==> config.mk <==
export PLATFORM = sky130hd
export DESIGN_NAME = rrc_compositor
export DESIGN_NICKNAME = d
export VERILOG_FILES = /design/src/rtl/rrc_pkg.sv /design/src/rtl/rrc_walk_if.sv /design/src/rtl/rrc_compositor.sv /design/src/rtl/rrc_addr_walker.sv
export SDC_FILE = /design/constraint.sdc
export NUM_CORES = 2
export LEC_CHECK = 0
export ABC_AREA = 1
export BUFFER_PORTS_ARGS = -buffer_cell sky130_fd_sc_hd__buf_2
export CELL_PAD_IN_SITES_DETAIL_PLACEMENT = 1
export CELL_PAD_IN_SITES_GLOBAL_PLACEMENT = 1
export CORE_UTILIZATION = 46
export CTS_CLUSTER_SIZE = 30
export DETAILED_ROUTE_END_ITERATION = 7
export HOLD_SLACK_MARGIN = 0.03
export PLACE_DENSITY_LB_ADDON = 0.1
export SLEW_MARGIN = 20
export SYNTH_ARGS = -nofsm -noshare
export SYNTH_HDL_FRONTEND = slang
export SYNTH_HIERARCHICAL = 1
export SYNTH_SLANG_ARGS = --single-unit
==> constraint.sdc <==
create_clock -name clk_sys -period 15.7 [get_ports clk_sys]
set_input_delay 0.785 -clock clk_sys [delete_from_list [all_inputs] [get_ports clk_sys]]
set_output_delay 0.785 -clock clk_sys [all_outputs]
set_load 0.01 [all_outputs]
==> src/rtl/rrc_pkg.sv <==
package rrc_pkg;
	localparam int ADDR_W = 20;
	localparam int PIX_W = 24;
	localparam int CNT_W = 16;
	localparam int NUM_FN = 5;

	// register offsets
	localparam logic [7:0] REG_CTRL = 8'h00;
	localparam logic [7:0] REG_MAIN_START = 8'h04;
	localparam logic [7:0] REG_MAIN_OFFS = 8'h08;
	localparam logic [7:0] REG_SEC_START = 8'h0C;
	localparam logic [7:0] REG_SEC_OFFS = 8'h10;
	localparam logic [7:0] REG_WIN_X = 8'h14;
	localparam logic [7:0] REG_WIN_Y = 8'h18;
	localparam logic [7:0] REG_PANEL = 8'h1C;
	localparam logic [7:0] REG_KEY0 = 8'h20;
	localparam logic [7:0] REG_OVL = 8'h34;
	localparam logic [7:0] REG_STATUS = 8'h38;

	// control fields
	localparam int CTRL_MROT_LSB = 0;
	localparam int CTRL_SDEPTH_LSB = 2;
	localparam int CTRL_SROT_LSB = 4;
	localparam int CTRL_MDEPTH_LSB = 6;
	localparam int CTRL_MODE_LSB = 8;
	localparam int CTRL_RUN_BIT = 16;
	localparam logic [16:0] CTRL_MASK = 17'h103FF;
	// overlay control fields
	localparam int OVL_EN_LSB = 0;
	localparam int OVL_SHM_BIT = 13;
	localparam int OVL_SHS_BIT = 15;
	localparam logic [15:0] OVL_MASK = 16'hA01F;
	// window and panel words: low half start/width, high half end/height
	localparam int HALF_LSB = 16;

	localparam logic [31:0] RST_ZERO = 32'h0000_0000;

	typedef enum logic [1:0] {
		ROT_0 = 2'b00,
		ROT_90 = 2'b01,
		ROT_180 = 2'b10,
		ROT_270 = 2'b11
	} rrc_rot_t;

	typedef enum logic [1:0] {
		MODE_OFF = 2'b00,
		MODE_REPLACE = 2'b01,
		MODE_RSVD = 2'b10,
		MODE_OVERLAY = 2'b11
	} rrc_mode_t;

	// index of each overlay function, also its priority rank
	typedef enum logic [2:0] {
		FN_TRANS = 3'b000,
		FN_AVG = 3'b001,
		FN_AND = 3'b010,
		FN_OR = 3'b011,
		FN_INV = 3'b100
	} rrc_fn_t;

	typedef enum logic [0:0] {
		SCAN_IDLE = 1'b0,
		SCAN_RUN = 1'b1
	} rrc_scan_t;
endpackage

==> src/rtl/rrc_walk_if.sv <==
`timescale 1ns/1ps
`default_nettype none
interface rrc_walk_if;
	logic [rrc_pkg::ADDR_W-1:0] start;
	logic [rrc_pkg::ADDR_W-1:0] offset;
	logic [1:0] depth;
	rrc_pkg::rrc_rot_t rot;
	logic frame_begin;
	logic step_pix;
	logic step_line;
	logic [rrc_pkg::ADDR_W-1:0] addr;

	modport ctl (
		output start,
		output offset,
		output depth,
		output rot,
		output frame_begin,
		output step_pix,
		output step_line,
		input addr
	);
	modport walk (
		input start,
		input offset,
		input depth,
		input rot,
		input frame_begin,
		input step_pix,
		input step_line,
		output addr
	);
endinterface
`default_nettype wire

==> src/rtl/rrc_compositor.sv <==
`timescale 1ns/1ps
`default_nettype none
module rrc_compositor (
	input wire logic clk_sys,
	input wire logic rst,
	input wire logic [7:0] reg_addr,
	input wire logic [31:0] reg_wdata,
	input wire logic reg_wr,
	input wire logic reg_rd,
	output logic [31:0] reg_rdata,
	output logic main_rd_en,
	output logic [rrc_pkg::ADDR_W-1:0] main_rd_addr,
	input wire logic [rrc_pkg::PIX_W-1:0] main_rd_data,
	output logic sec_rd_en,
	output logic [rrc_pkg::ADDR_W-1:0] sec_rd_addr,
	input wire logic [rrc_pkg::PIX_W-1:0] sec_rd_data,
	output logic pix_valid,
	output logic [rrc_pkg::PIX_W-1:0] pix_data,
	output logic pix_frame_start,
	output logic pix_line_end
);
	localparam int PW = rrc_pkg::PIX_W;
	localparam int CW = rrc_pkg::CNT_W;
	localparam int HL = rrc_pkg::HALF_LSB;

	// per-component halving, each of red, green and blue shifted right by one
	function automatic logic [PW-1:0] half(input logic [PW-1:0] p);
		half = {1'b0, p[23:17], 1'b0, p[15:9], 1'b0, p[7:1]};
	endfunction

	function automatic logic [PW-1:0] avg(input logic [PW-1:0] a, input logic [PW-1:0] b);
		logic [8:0] s;
		avg = '0;
		for (int c = 0; c < 3; c++)
		begin
			s = {1'b0, a[c*8 +: 8]} + {1'b0, b[c*8 +: 8]};
			avg[c*8 +: 8] = s[8:1];
		end
	endfunction

	// register file
	logic [16:0] ctrl_reg, ctrl_next;
	logic [31:0] mstart_reg, mstart_next, moffs_reg, moffs_next;
	logic [31:0] sstart_reg, sstart_next, soffs_reg, soffs_next;
	logic [31:0] winx_reg, winx_next, winy_reg, winy_next, panel_reg, panel_next;
	logic [15:0] ovl_reg, ovl_next;
	logic [PW-1:0] key_reg [rrc_pkg::NUM_FN];
	logic [PW-1:0] key_next [rrc_pkg::NUM_FN];
	logic [31:0] rdata_reg, rdata_next;

	// scan state
	rrc_pkg::rrc_scan_t state_reg, state_next;
	logic [CW-1:0] x_reg, x_next, y_reg, y_next;
	logic fetch_reg, fetch_next, sfetch_reg, sfetch_next;
	logic s1_valid_reg, s1_inwin_reg, s1_first_reg, s1_eol_reg;
	logic s1_valid_next, s1_inwin_next, s1_first_next, s1_eol_next;
	logic first_reg, first_next;
	logic [PW-1:0] out_reg, out_next;
	logic ov_reg, ofs_reg, oeol_reg;

	rrc_pkg::rrc_mode_t mode;
	logic win_on, inwin, last_x, last_y, frame_begin;
	logic [CW-1:0] wid_m1, hgt_m1;

	rrc_walk_if mw ();
	rrc_walk_if sw ();

	rrc_addr_walker u_main_walk (
		.clk_sys(clk_sys),
		.rst(rst),
		.w(mw.walk)
	);
	rrc_addr_walker u_sec_walk (
		.clk_sys(clk_sys),
		.rst(rst),
		.w(sw.walk)
	);

	// host register access; frame memory is never touched here, so host addresses stay linear
	always_comb
	begin
		ctrl_next = ctrl_reg;
		mstart_next = mstart_reg;
		moffs_next = moffs_reg;
		sstart_next = sstart_reg;
		soffs_next = soffs_reg;
		winx_next = winx_reg;
		winy_next = winy_reg;
		panel_next = panel_reg;
		ovl_next = ovl_reg;
		key_next = key_reg;
		rdata_next = rrc_pkg::RST_ZERO;
		if (reg_wr)
		begin
			unique case (reg_addr)
				rrc_pkg::REG_CTRL: ctrl_next = reg_wdata[16:0] & rrc_pkg::CTRL_MASK;
				rrc_pkg::REG_MAIN_START: mstart_next = reg_wdata;
				rrc_pkg::REG_MAIN_OFFS: moffs_next = reg_wdata;
				rrc_pkg::REG_SEC_START: sstart_next = reg_wdata;
				rrc_pkg::REG_SEC_OFFS: soffs_next = reg_wdata;
				rrc_pkg::REG_WIN_X: winx_next = reg_wdata;
				rrc_pkg::REG_WIN_Y: winy_next = reg_wdata;
				rrc_pkg::REG_PANEL: panel_next = reg_wdata;
				rrc_pkg::REG_OVL: ovl_next = reg_wdata[15:0] & rrc_pkg::OVL_MASK;
				default:
				begin
					for (int k = 0; k < rrc_pkg::NUM_FN; k++)
						if (reg_addr == rrc_pkg::REG_KEY0 + 8'(4 * k))
							key_next[k] = reg_wdata[PW-1:0];
				end
			endcase
		end
		if (reg_rd)
		begin
			unique case (reg_addr)
				rrc_pkg::REG_CTRL: rdata_next = {15'h0000, ctrl_reg};
				rrc_pkg::REG_MAIN_START: rdata_next = mstart_reg;
				rrc_pkg::REG_MAIN_OFFS: rdata_next = moffs_reg;
				rrc_pkg::REG_SEC_START: rdata_next = sstart_reg;
				rrc_pkg::REG_SEC_OFFS: rdata_next = soffs_reg;
				rrc_pkg::REG_WIN_X: rdata_next = winx_reg;
				rrc_pkg::REG_WIN_Y: rdata_next = winy_reg;
				rrc_pkg::REG_PANEL: rdata_next = panel_reg;
				rrc_pkg::REG_OVL: rdata_next = {16'h0000, ovl_reg};
				rrc_pkg::REG_STATUS: rdata_next = {15'h0000, state_reg == rrc_pkg::SCAN_RUN, y_reg};
				default:
				begin
					for (int k = 0; k < rrc_pkg::NUM_FN; k++)
						if (reg_addr == rrc_pkg::REG_KEY0 + 8'(4 * k))
							rdata_next = {8'h00, key_reg[k]};
				end
			endcase
		end
	end

	// scan sequencer: panel order is fixed, walkers turn it into rotated fetch order
	always_comb
	begin
		mode = rrc_pkg::rrc_mode_t'(ctrl_reg[rrc_pkg::CTRL_MODE_LSB +: 2]);
		win_on = (mode == rrc_pkg::MODE_REPLACE) || (mode == rrc_pkg::MODE_OVERLAY);
		wid_m1 = panel_reg[CW-1:0] - 16'h0001;
		hgt_m1 = panel_reg[HL +: CW] - 16'h0001;
		last_x = (x_reg == wid_m1);
		last_y = (y_reg == hgt_m1);
		state_next = state_reg;
		x_next = x_reg;
		y_next = y_reg;
		frame_begin = 1'b0;
		fetch_next = 1'b0;
		first_next = first_reg;
		mw.step_pix = 1'b0;
		mw.step_line = 1'b0;
		sw.step_pix = 1'b0;
		sw.step_line = 1'b0;
		unique case (state_reg)
			rrc_pkg::SCAN_IDLE:
			begin
				x_next = '0;
				y_next = '0;
				if (ctrl_reg[rrc_pkg::CTRL_RUN_BIT])
				begin
					frame_begin = 1'b1;
					state_next = rrc_pkg::SCAN_RUN;
					fetch_next = 1'b1;
					first_next = 1'b1;
				end
			end
			rrc_pkg::SCAN_RUN:
			begin
				first_next = 1'b0;
				// secondary walker only moves on pixels it really fetched
				sw.step_line = sfetch_reg && (x_reg == winx_reg[HL +: CW]);
				sw.step_pix = sfetch_reg && !sw.step_line;
				if (last_x)
				begin
					x_next = '0;
					y_next = y_reg + 16'h0001;
					mw.step_line = 1'b1;
				end
				else
				begin
					x_next = x_reg + 16'h0001;
					mw.step_pix = 1'b1;
				end
				if ((last_x && last_y) || !ctrl_reg[rrc_pkg::CTRL_RUN_BIT])
					state_next = rrc_pkg::SCAN_IDLE;
				else
					fetch_next = 1'b1;
			end
		endcase
		mw.frame_begin = frame_begin;
		sw.frame_begin = frame_begin;
		mw.start = mstart_reg[rrc_pkg::ADDR_W-1:0];
		mw.offset = moffs_reg[rrc_pkg::ADDR_W-1:0];
		mw.depth = ctrl_reg[rrc_pkg::CTRL_MDEPTH_LSB +: 2];
		mw.rot = rrc_pkg::rrc_rot_t'(ctrl_reg[rrc_pkg::CTRL_MROT_LSB +: 2]);
		sw.start = sstart_reg[rrc_pkg::ADDR_W-1:0];
		sw.offset = soffs_reg[rrc_pkg::ADDR_W-1:0];
		sw.depth = ctrl_reg[rrc_pkg::CTRL_SDEPTH_LSB +: 2];
		sw.rot = rrc_pkg::rrc_rot_t'(ctrl_reg[rrc_pkg::CTRL_SROT_LSB +: 2]);
		s1_valid_next = fetch_reg;
		s1_inwin_next = sfetch_reg;
		s1_first_next = fetch_reg && first_reg;
		s1_eol_next = fetch_reg && last_x;
		// window test on the next pixel, so the secondary fetch leaves a flop
		inwin = win_on && (x_next >= winx_reg[CW-1:0]) && (x_next <= winx_reg[HL +: CW])
			&& (y_next >= winy_reg[CW-1:0]) && (y_next <= winy_reg[HL +: CW]);
		sfetch_next = fetch_next && inwin;
	end

	// compositing on data returned one cycle after fetch
	logic [PW-1:0] sec_op, key_op, key_sel;
	logic [rrc_pkg::NUM_FN-1:0] fn_en;
	rrc_pkg::rrc_fn_t fn;
	logic any_en;
	always_comb
	begin
		fn_en = ovl_reg[rrc_pkg::OVL_EN_LSB +: rrc_pkg::NUM_FN];
		any_en = |fn_en;
		fn = rrc_pkg::FN_INV;
		for (int k = rrc_pkg::NUM_FN - 1; k >= 0; k--)
			if (fn_en[k])
				fn = rrc_pkg::rrc_fn_t'(3'(k));
		key_sel = key_reg[fn];
		sec_op = ovl_reg[rrc_pkg::OVL_SHS_BIT] ? half(sec_rd_data) : sec_rd_data;
		key_op = ovl_reg[rrc_pkg::OVL_SHM_BIT] ? half(key_sel) : key_sel;
		out_next = main_rd_data;
		if (mode == rrc_pkg::MODE_REPLACE && s1_inwin_reg)
			out_next = sec_rd_data;
		else if (mode == rrc_pkg::MODE_OVERLAY && s1_inwin_reg && any_en
			&& main_rd_data == key_sel)
		begin
			unique case (fn)
				rrc_pkg::FN_TRANS: out_next = sec_op;
				rrc_pkg::FN_AVG: out_next = avg(sec_op, key_op);
				rrc_pkg::FN_AND: out_next = sec_op & key_op;
				rrc_pkg::FN_OR: out_next = sec_op | key_op;
				rrc_pkg::FN_INV: out_next = ~sec_op;
				default: out_next = main_rd_data;
			endcase
		end
	end

	always_ff @(posedge clk_sys or posedge rst)
	begin
		if (rst)
		begin
			ctrl_reg <= '0;
			mstart_reg <= rrc_pkg::RST_ZERO;
			moffs_reg <= rrc_pkg::RST_ZERO;
			sstart_reg <= rrc_pkg::RST_ZERO;
			soffs_reg <= rrc_pkg::RST_ZERO;
			winx_reg <= rrc_pkg::RST_ZERO;
			winy_reg <= rrc_pkg::RST_ZERO;
			panel_reg <= rrc_pkg::RST_ZERO;
			ovl_reg <= '0;
			for (int k = 0; k < rrc_pkg::NUM_FN; k++)
				key_reg[k] <= '0;
			rdata_reg <= rrc_pkg::RST_ZERO;
			state_reg <= rrc_pkg::SCAN_IDLE;
			x_reg <= '0;
			y_reg <= '0;
			fetch_reg <= 1'b0;
			sfetch_reg <= 1'b0;
			first_reg <= 1'b0;
			s1_valid_reg <= 1'b0;
			s1_inwin_reg <= 1'b0;
			s1_first_reg <= 1'b0;
			s1_eol_reg <= 1'b0;
			out_reg <= '0;
			ov_reg <= 1'b0;
			ofs_reg <= 1'b0;
			oeol_reg <= 1'b0;
		end
		else
		begin
			ctrl_reg <= ctrl_next;
			mstart_reg <= mstart_next;
			moffs_reg <= moffs_next;
			sstart_reg <= sstart_next;
			soffs_reg <= soffs_next;
			winx_reg <= winx_next;
			winy_reg <= winy_next;
			panel_reg <= panel_next;
			ovl_reg <= ovl_next;
			key_reg <= key_next;
			rdata_reg <= rdata_next;
			state_reg <= state_next;
			x_reg <= x_next;
			y_reg <= y_next;
			fetch_reg <= fetch_next;
			sfetch_reg <= sfetch_next;
			first_reg <= first_next;
			s1_valid_reg <= s1_valid_next;
			s1_inwin_reg <= s1_inwin_next;
			s1_first_reg <= s1_first_next;
			s1_eol_reg <= s1_eol_next;
			out_reg <= s1_valid_reg ? out_next : '0;
			ov_reg <= s1_valid_reg;
			ofs_reg <= s1_first_reg;
			oeol_reg <= s1_eol_reg;
		end
	end

	assign reg_rdata = rdata_reg;
	assign main_rd_en = fetch_reg;
	assign main_rd_addr = mw.addr;
	assign sec_rd_en = sfetch_reg;
	assign sec_rd_addr = sw.addr;
	assign pix_valid = ov_reg;
	assign pix_data = out_reg;
	assign pix_frame_start = ofs_reg;
	assign pix_line_end = oeol_reg;
endmodule
`default_nettype wire

==> src/rtl/rrc_addr_walker.sv <==
`timescale 1ns/1ps
`default_nettype none
module rrc_addr_walker (
	input wire logic clk_sys,
	input wire logic rst,
	rrc_walk_if.walk w
);
	logic [rrc_pkg::ADDR_W-1:0] addr_reg;
	logic [rrc_pkg::ADDR_W-1:0] addr_next;
	logic [rrc_pkg::ADDR_W-1:0] base_reg;
	logic [rrc_pkg::ADDR_W-1:0] base_next;
	logic [rrc_pkg::ADDR_W-1:0] bytes;
	logic [rrc_pkg::ADDR_W-1:0] pix_step;
	logic [rrc_pkg::ADDR_W-1:0] line_step;

	// bytes per pixel is the depth code plus one; steps wrap modulo the address width
	always_comb
	begin
		bytes = rrc_pkg::ADDR_W'({w.depth}) + 20'h00001;
		unique case (w.rot)
			rrc_pkg::ROT_0:
			begin
				pix_step = bytes;
				line_step = w.offset;
			end
			rrc_pkg::ROT_90:
			begin
				pix_step = w.offset;
				line_step = -bytes;
			end
			rrc_pkg::ROT_180:
			begin
				pix_step = -bytes;
				line_step = -w.offset;
			end
			rrc_pkg::ROT_270:
			begin
				pix_step = -w.offset;
				line_step = bytes;
			end
		endcase
	end

	always_comb
	begin
		addr_next = addr_reg;
		base_next = base_reg;
		if (w.frame_begin)
		begin
			addr_next = w.start;
			base_next = w.start;
		end
		else if (w.step_line)
		begin
			base_next = base_reg + line_step;
			addr_next = base_reg + line_step;
		end
		else if (w.step_pix)
		begin
			addr_next = addr_reg + pix_step;
		end
	end

	always_ff @(posedge clk_sys or posedge rst)
	begin
		if (rst)
		begin
			addr_reg <= '0;
			base_reg <= '0;
		end
		else
		begin
			addr_reg <= addr_next;
			base_reg <= base_next;
		end
	end

	assign w.addr = addr_reg;
endmodule
`default_nettype wire

==> flow_metrics.env <==
export IMPL_cap_violations=0
export IMPL_worst_pin_slew_ns=1.19
export IMPL_antenna_found_initial=4
export IMPL_largest_reg_flops=120
export IMPL_dieArea_mm2=0.0815
export IMPL_min_path_type="primary input to async pin"
export IMPL_fin_cells=6420
export IMPL_drt_iter0_markers=3365
export IMPL_skew_ns=0.0268
export IMPL_intPower_w=0.00290
export IMPL_cts_sink_count=540
export IMPL_ir_drop_mv=0.0818
export IMPL_period_minus_slack_ns=5.12
export IMPL_vias=38800
export IMPL_p_leak_nw=20.7
export IMPL_syn_nets=5514
export IMPL_hold_ws_ns=0.257
export IMPL_place_area_mm2=0.0387
export IMPL_rsz0062_at_grt="no"
export IMPL_synth_cells=5223
export IMPL_end_kind="register"
export IMPL_initial_utilization=0.466
export IMPL_viasPerCell=6.04
export IMPL_pwr_share_comb=0.277
export IMPL_globalRouteOverflowTotal=0
export IMPL_ys_types=65
export IMPL_cts_root_buf="clkbuf_16"
export IMPL_gp_congestion=0.998
export IMPL_switching_share=0.366
export IMPL_area_delta_synth_final_pct=11.3
export IMPL_ys_async_sr_fraction=1.00
export IMPL_cts_max_level=3
export IMPL_wl_per_cell_um=24.8
export IMPL_track_usage=0.386
export IMPL_grt_pass1_wl_um=240000
export IMPL_ys_seq_area_frac=0.366
export IMPL_clockBufferDepth=3
export IMPL_n_fill_cell=10300
export IMPL_yosysMostFrequentCell="nand2_1"
export IMPL_dieWidth_um=285
export IMPL_row_count=103
export IMPL_path_class="register to register"
export IMPL_post_cts_setup_buffers=0
export IMPL_crit_fanout=39
export IMPL_finalSetupTns_ns=0
export IMPL_ys_flop_type="dfrtp_1"
export IMPL_final_net_count=5608
export IMPL_layout_drive_gt1_share=0.0818
export IMPL_startpoint_type="register"
export IMPL_syn_area_per_cell_um2=7.08
export IMPL_rrSetupSlack_ns=10.58
export IMPL_synth_area_mm2=0.0370
export IMPL_ios=193
export IMPL_timing_slew_headroom=0.207
export IMPL_coreArea_mm2=0.0793
export IMPL_cellPowerDensity_mw_per_mm2=111
export IMPL_totalWireLength_um=159000
export IMPL_cp_required_ns=16.22
export IMPL_clkPwrFrac=0.364
export IMPL_max_freq_mhz=195
export IMPL_clk_pin_slew_ns=0.06
export IMPL_drc_errors=0
export IMPL_arrival_ns=5.64
export IMPL_grt_max_degree=92
export IMPL_synth_top_cell_by_area="dfrtp_1"
export IMPL_min_period_over_period=0.326
export IMPL_finalHoldViolCount=0
export IMPL_ys_top_cells_by_count="nand2_1 (1339), inv_1 (623), o21ai_0 (579)"
export IMPL_cts_buffers=68
export IMPL_tritoncts="yes"
export IMPL_outcome="finished clean"
export IMPL_ant_nets=0
export IMPL_dr_pass1_iters=5
export IMPL_netlist_area_leader_share=0.366
export IMPL_switching_power_w=0.00168
export IMPL_numPortBuffers=192
export IMPL_synth_edff_count=0
export IMPL_synth_warning_count=6
export IMPL_dp_cells=6294
export IMPL_synth_area_leaders="dfrtp_1 (37%), nand2_1 (14%), o21ai_0 (7.8%)"
export IMPL_grt_pass1_vias=38400
export IMPL_synth_seq_cells=540
export IMPL_setup_viol=0
export IMPL_final_area_mm2=0.0411
export IMPL_cts_hold_buffers_added=0
export IMPL_die_y_um=285
export IMPL_dp_hpwl_um=119000
export IMPL_slew_violations=0
export IMPL_power_frac_seq=0.359
export IMPL_clk_latency_ns=0.64
export IMPL_cts_resized=0
-- routing by layer --
| metal | GRT usage | vias up | part of all wire |
|---|---|---|---|
| met2 | 0.602 | 1529 | 0.45 |
| met4 | 0.168 | 4 | 0.047 |
| li1 | - | 17500 | - |
| met5 | 0 | - | 0.00018 |
| met3 | 0.0600 | 332 | 0.074 |
| met1 | 0.532 | 19400 | 0.43 |
-- worst paths after layout --
check                                             from                       to  depth (start not counted)
max in group asynchronous                          rst  key_reg[82]$_DFFE_PP0P_                          4
worst max-delay path            ovl_reg[0]$_DFFE_PP0P_   pix_data[15]$_DFF_PP0_                         23
worst min-delay path                               rst   pix_line_end$_DFF_PP0_                          2
worst max register to register  ovl_reg[0]$_DFFE_PP0P_   pix_data[15]$_DFF_PP0_                         23
worst min register to register    s1_eol_reg$_DFF_PP0_   pix_line_end$_DFF_PP0_                          0
min in group clk_sys              s1_eol_reg$_DFF_PP0_   pix_line_end$_DFF_PP0_                          0
-- power by group through the flow --
stage          Clock (W)  Sequential [W]  Combinational [W]
4_1_cts          0.00168         0.00164            0.00125
2_1_floorplan          0         0.00163           0.000837
3_3_place_gp           0         0.00166            0.00120
6_report         0.00167         0.00164            0.00127
5_1_grt          0.00173         0.00165            0.00140
3_5_place_dp           0         0.00166            0.00124
-- area by class of cell --
cell class / count / area, µm² / area share
Clock buffer: 93 / 1910 / 0.0463
Timing Repair Buffer: 233 / 1320 / 0.0321
Sequential cell: 540 / 13500 / 0.328
Clock inverter: 29 / 415 / 0.0101
Tap cell: 1050 / 1310 / 0.0319
Multi-Input combinational cell: 3839 / 20300 / 0.493
Antenna cell: 1 / 2.50 / 0.0000608
Inverter: 635 / 2390 / 0.0581
-- cells in the final DEF, fill, tap and decap left out, drive strengths merged, types with 20 or more instances in the layout --
| cell type | instances |
|---|---|
| nand2 | 1348 |
| inv | 633 |
| o21ai | 593 |
| dfrtp | 540 |
| nor2 | 442 |
| nand3 | 345 |
| a21oi | 307 |
| buf | 233 |
| ha | 192 |
| clkbuf | 93 |
| xor2 | 80 |
| nand4 | 59 |
| o21a | 57 |
| a221oi | 56 |
| nor3 | 50 |
| o22ai | 44 |
| or2 | 32 |
| o211ai | 31 |
| o221ai | 23 |
| xnor2 | 22 |
| a22oi | 20 |
| clkinv | 20 |
-- metrics by stage --
step            util  power (W)  worst slack [ns]
5_1_grt        0.519    0.00478             10.18
3_5_place_dp   0.489    0.00290             10.72
2_1_floorplan      -    0.00247              2.09
4_1_cts        0.518    0.00457             10.71
6_report       0.519    0.00458             10.58
3_3_place_gp   0.489    0.00286             10.80
-- kinds of logic after synthesis --
logic type | Yosys count | share of synthesized area
AND/OR/NAND/NOR | 2300 | 0.261
AO/OA/AOI/OAI | 1238 | 0.193
buffers and inverters | 844 | 0.0882
flip-flops | 540 | 0.366
adder cells (fa/ha/maj) | 199 | 0.0688
XOR/XNOR | 102 | 0.0242
-- worst max-delay path, stage by stage (launching register included) --
cell      delay [ns]
dfrtp_1         0.71
nor2_4          0.74
nand3_2         0.14
buf_4           0.33
inv_2           0.60
nand2_1         0.15
nand2_1         0.15
inv_1           0.04
o21ai_0         0.25
ha_1            0.34
a21oi_1         0.21
o21ai_0         0.16
nand2_1         0.09
nand2_1         0.06
a21oi_1         0.22
nor2_1          0.06
o21ai_0         0.14
nand2_1         0.07
nand2_1         0.06
o211ai_1        0.10
nand2_1         0.08
nand3_1         0.08
nand2_1         0.10
inv_1           0.04
Power figures use the tool's default switching activity.
